===== src/pkg/sss_defines.svh =====
// timing, field and encoding constants for the start sequencer
// assumes a 40 MHz core clock
`ifndef SSS_DEFINES_SVH
`define SSS_DEFINES_SVH

`define SSS_CLK_MHZ            40
`define SSS_PWR_MIN_US         1200
`define SSS_PWR_MIN_CYC        ((`SSS_PWR_MIN_US * `SSS_CLK_MHZ))
`define SSS_SETTLE_TMO_US      500
`define SSS_SETTLE_TMO_CYC     ((`SSS_SETTLE_TMO_US * `SSS_CLK_MHZ))
`define SSS_UART_UNIT_US       4000
`define SSS_UART_UNIT_CYC      ((`SSS_UART_UNIT_US * `SSS_CLK_MHZ))
`define SSS_UART_DEF_UNITS     8'h0f
`define SSS_STEP_TMO_US        1000
`define SSS_STEP_TMO_CYC       ((`SSS_STEP_TMO_US * `SSS_CLK_MHZ))
`define SSS_APP_FLAG1          64'h1234a5a51234a5a5
`define SSS_APP_FLAG2          64'ha5a51234a5a51234
`define SSS_CAL_VALID          16'ha5a5
`define SSS_CUSTOM_SPI         8'haa
`define SSS_WAKE_OPC_DEF       8'hab
`define SSS_LAST_STEP          4'ha
`define SSS_SPI_LOOPS          2'h3
`define SSS_FIFO_DEPTH         4
`define SSS_CNT_W              24

`endif


===== src/pkg/sss_pkg.sv =====
// types of the start sequencer
// assumes sss_defines.svh is on the include path
package sss_pkg;
   typedef enum logic [3:0] {
      PWR_IDLE, PWR_BUCK, PWR_LDO, PWR_XTAL, PWR_HOLD,
      MIR_RUN, BOOT_FLAGS, BOOT_NORMAL, BOOT_SEARCH, BOOT_WAIT, BOOT_DONE
   } sss_state_type;

   typedef enum logic [1:0] {
      IF_SPIM, IF_UART, IF_SPIS, IF_I2C
   } sss_if_type;
endpackage


===== src/pkg/sss_word_if.sv =====
// carrier for mirrored words between sequencer and fifo
// assumes one clock domain
`timescale 1ns/1ps
interface sss_word_if #(parameter int WIDTH = 32);
   logic             valid;
   logic             ready;
   logic [WIDTH-1:0] data;
   modport src  (output valid, output data, input ready);
   modport sink (input valid, input data, output ready);
endinterface


===== src/rtl/sss_start_seq.sv =====
// power-up / wake-up start sequencer with hardware mirroring and boot selection
// assumes synchronous analog ready inputs and memory read data
`timescale 1ns/1ps
`include "sss_defines.svh"

module sss_start_seq
   import sss_pkg::*;
(
   input  wire logic        core_clk,
   input  wire logic        reset_n,
   input  wire logic        clkEn,
   input  wire logic        powerUpEvt,
   input  wire logic        hwResetEvt,
   input  wire logic        wakeEvt,
   input  wire logic        buckCmpOk,
   input  wire logic        ldoReady,
   input  wire logic        xtalReady,
   input  wire logic        timeoutDisable,
   input  wire logic        mirrorEnable,
   input  wire logic        wordCountWe,
   input  wire logic [15:0] wordCountIn,
   input  wire logic [63:0] appFlag1,
   input  wire logic [63:0] appFlag2,
   input  wire logic [31:0] calFlags,
   input  wire logic [7:0]  customSpiSel,
   input  wire logic [7:0]  wakeOpcodeIn,
   input  wire logic [7:0]  uartTmoUnits,
   input  wire logic        memRdValid,
   input  wire logic [31:0] memRdData,
   input  wire logic        ramWrReady,
   input  wire logic        hostAnswer,
   output logic             bandgapEn,
   output logic             ldoEn,
   output logic             xtalEn,
   output logic             dcdcForce,
   output logic             memRdReq,
   output logic [15:0]      memRdAddr,
   output logic             ramWrValid,
   output logic [31:0]      ramWrData,
   output logic             cpuRun,
   output logic             coldFlag,
   output logic             normalMode,
   output logic             devMode,
   output logic             memFaulty,
   output logic             headerLoad,
   output logic [3:0]       searchStep,
   output logic [1:0]       searchIf,
   output logic [1:0]       spiDiv,
   output logic [7:0]       probePins,
   output logic [17:0]      baudRate,
   output logic             probeStrobe,
   output logic [7:0]       flashWakeOpc,
   output logic             addressZeroRemap,
   output logic             softReset,
   output logic             seqDone
);
   // ---------------------------------------------------------------
   // state
   // ---------------------------------------------------------------
   sss_state_type               state_r;
   logic [`SSS_CNT_W-1:0]       phaseCnt_r;
   logic [`SSS_CNT_W-1:0]       settleCnt_r;
   logic [`SSS_CNT_W+7:0]       waitCnt_r;
   logic [15:0]                 mirrorWordCount_r;
   logic [15:0]                 reqCnt_r;
   logic [15:0]                 wrCnt_r;
   logic [1:0]                  spiLoop_r;
   logic                        customTried_r;
   logic                        rdBusy_r;
   logic                        fifoValid;
   logic [31:0]                 fifoData;
   logic                        settleOk;
   logic [`SSS_CNT_W+7:0]       stepLimit;
   sss_word_if #(.WIDTH(32))    wordBus ();

   // ---------------------------------------------------------------
   // decoding
   // ---------------------------------------------------------------
   function automatic sss_if_type stepIf(input logic [3:0] s);
      if (s < 4'h2) begin
         return IF_SPIM;
      end else if (s < 4'h6) begin
         return IF_UART;
      end else if (s == 4'h6) begin
         return IF_SPIS;
      end
      return IF_I2C;
   endfunction

   function automatic logic [7:0] stepPins(input logic [3:0] s);
      case (s)
         4'h0:    return 8'h36;
         4'h1:    return 8'h01;
         4'h6:    return 8'h36;
         4'h2, 4'h7: return 8'h01;
         4'h3, 4'h8: return 8'h23;
         4'h4, 4'h9: return 8'h45;
         default: return 8'h67;
      endcase
   endfunction

   function automatic logic [17:0] stepBaud(input logic [3:0] s);
      case (s)
         4'h2, 4'h4: return 18'h0e100;
         4'h3:    return 18'h1c200;
         4'h5:    return 18'h02580;
         default: return 18'h00000;
      endcase
   endfunction

   assign settleOk = ldoReady && xtalReady;
   always_comb begin
      if (stepIf(searchStep) == IF_UART) begin
         stepLimit = ((uartTmoUnits == 8'h00) ? `SSS_UART_DEF_UNITS : uartTmoUnits)
                     * (`SSS_CNT_W+8)'(`SSS_UART_UNIT_CYC);
      end else begin
         stepLimit = (`SSS_CNT_W+8)'(`SSS_STEP_TMO_CYC);
      end
   end

   // ---------------------------------------------------------------
   // retained word count
   // ---------------------------------------------------------------
   always_ff @(posedge core_clk or negedge reset_n) begin
      if (!reset_n) begin
         mirrorWordCount_r <= '0;
      end else if (clkEn && wordCountWe && coldFlag) begin
         mirrorWordCount_r <= wordCountIn;
      end
   end

   // ---------------------------------------------------------------
   // sequencer
   // ---------------------------------------------------------------
   always_ff @(posedge core_clk or negedge reset_n) begin
      if (!reset_n) begin
         state_r          <= PWR_IDLE;
         coldFlag         <= 1'b1;
         phaseCnt_r       <= '0;
         settleCnt_r      <= '0;
         waitCnt_r        <= '0;
         bandgapEn        <= 1'b0;
         ldoEn            <= 1'b0;
         xtalEn           <= 1'b0;
         dcdcForce        <= 1'b0;
         cpuRun           <= 1'b0;
         normalMode       <= 1'b0;
         devMode          <= 1'b0;
         memFaulty        <= 1'b0;
         headerLoad       <= 1'b0;
         searchStep       <= '0;
         searchIf         <= '0;
         spiDiv           <= '0;
         probePins        <= '0;
         baudRate         <= '0;
         probeStrobe      <= 1'b0;
         flashWakeOpc     <= '0;
         addressZeroRemap <= 1'b0;
         softReset        <= 1'b0;
         seqDone          <= 1'b0;
         spiLoop_r        <= '0;
         customTried_r    <= 1'b0;
      end else if (clkEn) begin
         probeStrobe <= 1'b0;
         headerLoad  <= 1'b0;
         softReset   <= 1'b0;
         phaseCnt_r  <= phaseCnt_r + 1'b1;
         if (powerUpEvt || hwResetEvt) begin
            coldFlag <= 1'b1;
         end
         case (state_r)
            PWR_IDLE: begin
               if (powerUpEvt || hwResetEvt || wakeEvt || !seqDone) begin
                  state_r    <= PWR_BUCK;
                  phaseCnt_r <= '0;
                  seqDone    <= 1'b0;
                  cpuRun     <= 1'b0;
                  bandgapEn  <= 1'b0;
                  ldoEn      <= 1'b0;
                  xtalEn     <= 1'b0;
                  dcdcForce  <= 1'b0;
               end
            end
            PWR_BUCK: begin
               if (buckCmpOk) begin
                  state_r   <= PWR_LDO;
                  bandgapEn <= 1'b1;
                  ldoEn     <= 1'b1;
                  settleCnt_r <= '0;
               end
            end
            PWR_LDO: begin
               settleCnt_r <= settleCnt_r + 1'b1;
               if (ldoReady || (!timeoutDisable &&
                   settleCnt_r >= `SSS_CNT_W'(`SSS_SETTLE_TMO_CYC))) begin
                  state_r     <= PWR_XTAL;
                  xtalEn      <= 1'b1;
                  dcdcForce   <= buckCmpOk;
                  settleCnt_r <= '0;
               end
            end
            PWR_XTAL: begin
               settleCnt_r <= settleCnt_r + 1'b1;
               if (settleOk || (!timeoutDisable &&
                   settleCnt_r >= `SSS_CNT_W'(`SSS_SETTLE_TMO_CYC))) begin
                  state_r <= PWR_HOLD;
               end
            end
            PWR_HOLD: begin
               if (phaseCnt_r >= `SSS_CNT_W'(`SSS_PWR_MIN_CYC)) begin
                  if (coldFlag) begin
                     state_r <= BOOT_FLAGS;
                     cpuRun  <= 1'b1;
                  end else if (mirrorEnable) begin
                     state_r <= MIR_RUN;
                  end else begin
                     state_r <= BOOT_DONE;
                  end
               end
            end
            MIR_RUN: begin
               if (wrCnt_r == mirrorWordCount_r) begin
                  state_r <= BOOT_DONE;
               end
            end
            BOOT_FLAGS: begin
               if (appFlag1 == `SSS_APP_FLAG1 && appFlag2 == `SSS_APP_FLAG2) begin
                  normalMode <= 1'b1;
                  state_r    <= BOOT_NORMAL;
                  headerLoad <= (calFlags[31:16] == `SSS_CAL_VALID);
               end else begin
                  devMode    <= 1'b1;
                  memFaulty  <= (appFlag1 != 64'h0) || (appFlag2 != 64'h0);
                  flashWakeOpc <= (wakeOpcodeIn == 8'h00) ? `SSS_WAKE_OPC_DEF
                                                          : wakeOpcodeIn;
                  customTried_r <= (customSpiSel != `SSS_CUSTOM_SPI);
                  searchStep <= '0;
                  spiLoop_r  <= '0;
                  state_r    <= BOOT_SEARCH;
               end
            end
            BOOT_NORMAL: begin
               addressZeroRemap <= 1'b1;
               softReset        <= 1'b1;
               state_r          <= BOOT_DONE;
            end
            BOOT_SEARCH: begin
               searchIf    <= stepIf(searchStep);
               probePins   <= stepPins(searchStep);
               baudRate    <= stepBaud(searchStep);
               spiDiv      <= customTried_r ? spiLoop_r : 2'h0;
               probeStrobe <= 1'b1;
               waitCnt_r   <= '0;
               state_r     <= BOOT_WAIT;
            end
            BOOT_WAIT: begin
               waitCnt_r <= waitCnt_r + 1'b1;
               if (hostAnswer) begin
                  state_r <= BOOT_DONE;
               end else if (waitCnt_r >= stepLimit) begin
                  state_r <= BOOT_SEARCH;
                  if (!customTried_r) begin
                     customTried_r <= 1'b1;
                     searchStep    <= '0;
                  end else if (searchStep == 4'h6 && spiLoop_r != `SSS_SPI_LOOPS) begin
                     spiLoop_r <= spiLoop_r + 1'b1;
                  end else if (searchStep == `SSS_LAST_STEP) begin
                     state_r <= BOOT_DONE;
                  end else begin
                     searchStep <= searchStep + 1'b1;
                  end
               end
            end
            BOOT_DONE: begin
               seqDone  <= 1'b1;
               cpuRun   <= 1'b1;
               coldFlag <= powerUpEvt || hwResetEvt;
               state_r  <= PWR_IDLE;
            end
            default: state_r <= PWR_IDLE;
         endcase
      end
   end

   // ---------------------------------------------------------------
   // mirroring dma
   // ---------------------------------------------------------------
   always_ff @(posedge core_clk or negedge reset_n) begin
      if (!reset_n) begin
         reqCnt_r  <= '0;
         memRdReq  <= 1'b0;
         memRdAddr <= '0;
         rdBusy_r  <= 1'b0;
      end else if (clkEn) begin
         memRdReq <= 1'b0;
         if (state_r != MIR_RUN) begin
            reqCnt_r <= '0;
         end else if (rdBusy_r) begin
            rdBusy_r <= !memRdValid;
         end else if (reqCnt_r != mirrorWordCount_r && wordBus.ready) begin
            memRdReq  <= 1'b1;
            memRdAddr <= reqCnt_r;
            reqCnt_r  <= reqCnt_r + 1'b1;
            rdBusy_r  <= 1'b1;
         end
      end
   end

   assign wordBus.valid = memRdValid && (state_r == MIR_RUN);
   assign wordBus.data  = memRdData;

   always_ff @(posedge core_clk or negedge reset_n) begin
      if (!reset_n) begin
         wrCnt_r    <= '0;
         ramWrValid <= 1'b0;
         ramWrData  <= '0;
      end else if (clkEn) begin
         if (state_r != MIR_RUN) begin
            wrCnt_r <= '0;
         end
         if (ramWrValid && ramWrReady) begin
            ramWrValid <= 1'b0;
            wrCnt_r    <= wrCnt_r + 1'b1;
         end else if (!ramWrValid && fifoValid) begin
            ramWrValid <= 1'b1;
            ramWrData  <= fifoData;
         end
      end
   end

   sss_fifo #(.WIDTH(32), .DEPTH(`SSS_FIFO_DEPTH)) wordFifo (
      .core_clk (core_clk),
      .reset_n  (reset_n),
      .clkEn    (clkEn),
      .inWord   (wordBus),
      .outValid (fifoValid),
      .outReady (!ramWrValid),
      .outData  (fifoData)
   );
endmodule


===== src/rtl/sss_fifo.sv =====
// small flop fifo on the mirrored word path
// assumes synchronous inputs and core_clk
`timescale 1ns/1ps
module sss_fifo #(
   parameter int WIDTH = 32,
   parameter int DEPTH = 4
) (
   input  wire logic             core_clk,
   input  wire logic             reset_n,
   input  wire logic             clkEn,
   sss_word_if.sink              inWord,
   output logic                  outValid,
   input  wire logic             outReady,
   output logic [WIDTH-1:0]      outData
);
   localparam int AW = $clog2(DEPTH);
   logic [WIDTH-1:0] mem_r [DEPTH];
   logic [AW-1:0]    wrPtr_r;
   logic [AW-1:0]    rdPtr_r;
   logic [AW:0]      count_r;
   logic             push;
   logic             pop;

   assign inWord.ready = (count_r != (AW+1)'(DEPTH));
   assign outValid     = (count_r != '0);
   assign outData      = mem_r[rdPtr_r];
   assign push         = clkEn && inWord.valid && inWord.ready;
   assign pop          = clkEn && outValid && outReady;

   always_ff @(posedge core_clk) begin
      if (push) begin
         mem_r[wrPtr_r] <= inWord.data;
      end
   end

   always_ff @(posedge core_clk or negedge reset_n) begin
      if (!reset_n) begin
         wrPtr_r <= '0;
         rdPtr_r <= '0;
         count_r <= '0;
      end else begin
         if (push) begin
            wrPtr_r <= (wrPtr_r == AW'(DEPTH-1)) ? '0 : wrPtr_r + 1'b1;
         end
         if (pop) begin
            rdPtr_r <= (rdPtr_r == AW'(DEPTH-1)) ? '0 : rdPtr_r + 1'b1;
         end
         count_r <= count_r + (AW+1)'(push) - (AW+1)'(pop);
      end
   end
endmodule


===== config.mk =====
export PLATFORM = sky130hd
export DESIGN_NAME = sss_start_seq
export DESIGN_NICKNAME = d
export VERILOG_FILES = /design/src/pkg/sss_pkg.sv /design/src/pkg/sss_word_if.sv /design/src/rtl/sss_start_seq.sv /design/src/rtl/sss_fifo.sv
export VERILOG_INCLUDE_DIRS = /design/src /design/src/pkg
export SDC_FILE = /design/constraint.sdc
export NUM_CORES = 1
export LEC_CHECK = 0
export BUFFER_PORTS_ARGS = -buffer_cell sky130_fd_sc_hd__clkbuf_2
export CAP_MARGIN = 20
export CORE_ASPECT_RATIO = 0.5
export CORE_MARGIN = 2
export CORE_UTILIZATION = 56
export CTS_CLUSTER_DIAMETER = 30
export CTS_CLUSTER_SIZE = 14
export DETAILED_ROUTE_END_ITERATION = 8
export PLACE_DENSITY = 0.87
export SETUP_SLACK_MARGIN = 0.3
export SYNTH_ARGS = -nofsm -noshare
export SYNTH_HDL_FRONTEND = slang
export SYNTH_SLANG_ARGS = --single-unit

===== constraint.sdc =====
create_clock -name core_clk -period 5.21 [get_ports core_clk]
set_input_delay 0.521 -clock core_clk [delete_from_list [all_inputs] [get_ports core_clk]]
set_output_delay 0.521 -clock core_clk [all_outputs]
set_load 0.01 [all_outputs]

==> impl_results.md <==
- Status: complete, but fails checks
- Clock skew: 31.1 ps
- Syn Area/Cell: 11.5 µm²
- GR Util All Layers: 27.1%
- WP data required: 5680 ps
- Number of flops mapped to enable cells by yosys: 128
- Die footprint: 33,800 µm²
- Synth Area in Adders: 6.86%
- Maximum clock path buffer count: 3
- Final HPWL DP: 31,600 µm
- Number of antenna cells inserted: 0
- # Max-Cap Violations: 0
- Setup CP Type: in -> reg
- Sink Count: 359
- Mapped Cells: 1,573
- R2R depth: 12
- Die X-Extent: 258 µm
- Mapped Area: 18,100 µm²
- Simple-gate portion of the synthesized area: 16.2%
- Detail Route Antenna Nets: 0
- Sequential cell area: 9630 µm²
- Setup crit start kind: input port
- Final std cells w/o fill: 2,409
- Starting Density: 57.0%
- Yosys warns: 0
- # fillers: 2,219
- CTS tree: built
- Nets: 2,281
- Via/cell ratio: 5.66
- Crit. End Element: flip-flop
- XOR/XNOR Fraction of Synth Area: 5.47%
- Power density over the cells: 442 nW/µm²
- Worst-path fanout max: 3
- Root Buffer: clkbuf_16
- Synth Register Bits: 359
- Post-Route WL: 46,100 µm
- Unrepaired setup endpoints after global routing: yes
- Core Rows: 46
- Tightest Pin Transition: 996 ps
- Leakage power: 9.87 nW
- Gpl congestion: 0.983
- Ports: 353
- Initial antenna violation count: 0
- Die H: 131 µm
- Post-synth ARST share: 64.3%
- Max transition margin: 33.6%
- Vias: 13,625
- P&R area growth vs syn: 23.0%
- Htree depth: 2
- Post-synthesis sequential area ratio: 53.2%
- Setup slack, reg-to-reg: 1200 ps
- Most frequently used flop master after synthesis: dfrtp_1
- Max Slew Vio Count: 0
- First-pass GRT wire length: 71,400 µm
- Final hold viol count: 9
- Failing checks: negative hold slack, negative setup slack
- Largest net degree at the start of global routing: 124
- Drt drc: 0
- Final period util: 101%
- 1st-pass router iterations: 6
- Num CTS Buffers: 45
- Final setup fails: 3
- Overflow after GRT: 0
- Core Box Area: 31,700 µm²
- Maximum vdd drop: 0.000411 V
- First-iteration detailed-routing DRC count: 1,152
- Peak Freq: 190 MHz
- R2r endpoint: state_r[1]
- Multiplexer share of the synthesized area: 8.68%
- Vias in the first global route: 13,403
- Min setup slack post-route: -41.4 ps
- Hold Buf Count CTS: 0
- Share of cells above drive strength 1: 31.5%
- Clock transition at path regs: 70 ps
- Reg2reg start: searchStep[2]
- Worst skew pair latency: 580 ps
- Fin util: 70.2%
- Area of the multi-input gates: 8150 µm²
- Compound-Gate Fraction of Synth Area: 6.27%
- Tmin final: 5250 ps
- Dpl cells: 2,316
- Post-synth cell types: 76
- Worst Path Arrival: 5720 ps
- Port bufs: 324
- Wire per inst: 19.1 µm
- Largest family of logic cells by synthesized area: simple AND/OR/NAND/NOR gates
- Hold WC Path Type: in -> async
- Final hold slack: -14.8 ps
==> worst max-delay path by stage <==
stage                     from          to  slack [ps]  cells past startpoint
2_1_floorplan  uartTmoUnits[6]  state_r[3]        -320                     24
3_3_place_gp   uartTmoUnits[6]  state_r[3]        -630                     25
3_5_place_dp   uartTmoUnits[6]  state_r[2]        -730                     26
4_1_cts        uartTmoUnits[6]  state_r[1]         120                     26
5_1_grt        uartTmoUnits[6]  state_r[1]        -250                     29
6_report       uartTmoUnits[6]  state_r[1]         -40                     26
==> per-layer routing <==
metal	vias up	global-route usage, %	wire, µm
met5	-	0	0
met4	0	10.5	1490
met3	101	4.92	2380
met2	418	46.3	23000
met1	6687	35.0	19300
li1	6419	-	-
==> cells in the final DEF, fill, tap and decap left out, types with 37 or more instances in the layout <==
cell,count
xor2_1,63
xnor2_1,50
a21oi_1,37
buf_4,56
clkbuf_16,46
inv_1,58
nand3_1,63
nand2_1,120
clkbuf_2,322
nor4_1,46
nor2_1,160
o21ai_0,70
ha_1,72
dfrtp_1,229
mux2_2,69
nand4_1,48
edfxtp_1,128
==> stage by stage <==
step / setup slack (ps) / TNS [ps] / hold slack [ps] / area, µm² / total power [W]
3_5_place_dp: -726 / -7090 / 460 / 20400 / 0.00645
6_report: -41.4 / -98.5 / -14.8 / 22300 / 0.00983
3_3_place_gp: -626 / -6100 / 450 / 20400 / 0.00633
4_1_cts: 116 / 0 / 48.5 / 22100 / 0.00977
5_1_grt: -251 / -1740 / 71.4 / 22300 / 0.0104
2_1_floorplan: -318 / -826 / 225 / 18200 / 0.00550
==> final cells by class <==
cell class	count	share of cell area, %
Inverter	67	1.28
Clock buffer	53	5.24
Clock inverter	29	1.68
Timing Repair Buffer	383	9.50
Sequential cell	359	43.3
Multi-Input combinational cell	1086	36.6
Tap cell	432	2.43
==> cells in the mapped netlist, types with 4 or more instances <==
cell type / instances / share of area [%]
ha_1: 80 / 5.5
nand2_1: 124 / 2.6
o21a_1: 4 / 0.17
xnor2_1: 50 / 2.4
nand3_1: 63 / 1.7
a31oi_1: 11 / 0.38
mux2_2: 69 / 4.3
clkbuf_1: 47 / 0.98
dfrtp_1: 230 / 32
or4_1: 6 / 0.25
o211ai_1: 4 / 0.17
nand3b_1: 5 / 0.21
mux4_2: 32 / 4.0
nor2_1: 161 / 3.3
mux2i_1: 6 / 0.33
or2_2: 5 / 0.17
o31ai_1: 9 / 0.37
nor4bb_1: 7 / 0.39
inv_1: 67 / 1.4
edfxtp_1: 128 / 21
and2_1: 20 / 0.69
fa_1: 12 / 1.3
nor3_1: 12 / 0.33
nand2b_1: 8 / 0.28
nor4_1: 47 / 1.6
xor2_1: 63 / 3.1
o21ai_0: 76 / 2.1
a21oi_1: 41 / 1.1
and3_1: 23 / 0.80
a21o_1: 6 / 0.25
buf_4: 18 / 0.75
and4_1: 9 / 0.44
or3_1: 15 / 0.52
nand4_1: 48 / 1.7
nor2b_1: 7 / 0.24
a211oi_1: 5 / 0.21
==> report_power, final <==
group	switching, W	leakage, nW	total [W]	internal, W
sequential	0.000408	4.18	0.00372	0.00331
combinational	0.00154	4.94	0.00289	0.00135
clock	0.00132	0.754	0.00322	0.00190
total	0.00327	9.87	0.00983	0.00656
==> registers in the layout (all words and copies together) (netlist names), 24 cells and up <==
register / count
ramWrData: 32
settleCnt_r: 24
wordFifo.mem_r: 128
phaseCnt_r: 24
waitCnt_r: 32
==> worst max-delay path: stages <==
cell and delay (ps):
clkbuf_16 140, inv_16 50, ha_4 130, and4_4 240, nor2_4 50, ha_4 250
inv_2 30, fa_1 480, fa_1 550, inv_1 50, ha_1 280, a21o_1 170
a21oi_2 140, nand2b_4 140, a21oi_2 60, o41a_1 360, a31oi_2 190, mux2i_1 220
ha_1 270, a21oi_1 200, o21ai_1 120, a31oi_2 260, o21ai_2 140, o311ai_4 330
buf_6 160, mux2i_2 200
==> repair_timing <==
item	CTS	global route
hold endpoints to repair	0	0
endpoints found under the setup margin	11	11
gates resized for setup	18	21
setup buffers	5	6
pin swaps	17	21
==> logic make-up (layout without fill, tap and decap cells) <==
kind of cell	Yosys count	count (layout)
AND/OR/NAND/NOR	576	576
flip-flops	359	359
AO/OA/AOI/OAI	185	185
buffers and inverters	139	532
XOR/XNOR	113	113
multiplexers	108	108
adder cells (fa/ha/maj)	92	92
other	1	12
Note: power is estimated with default switching activity, not from simulation.
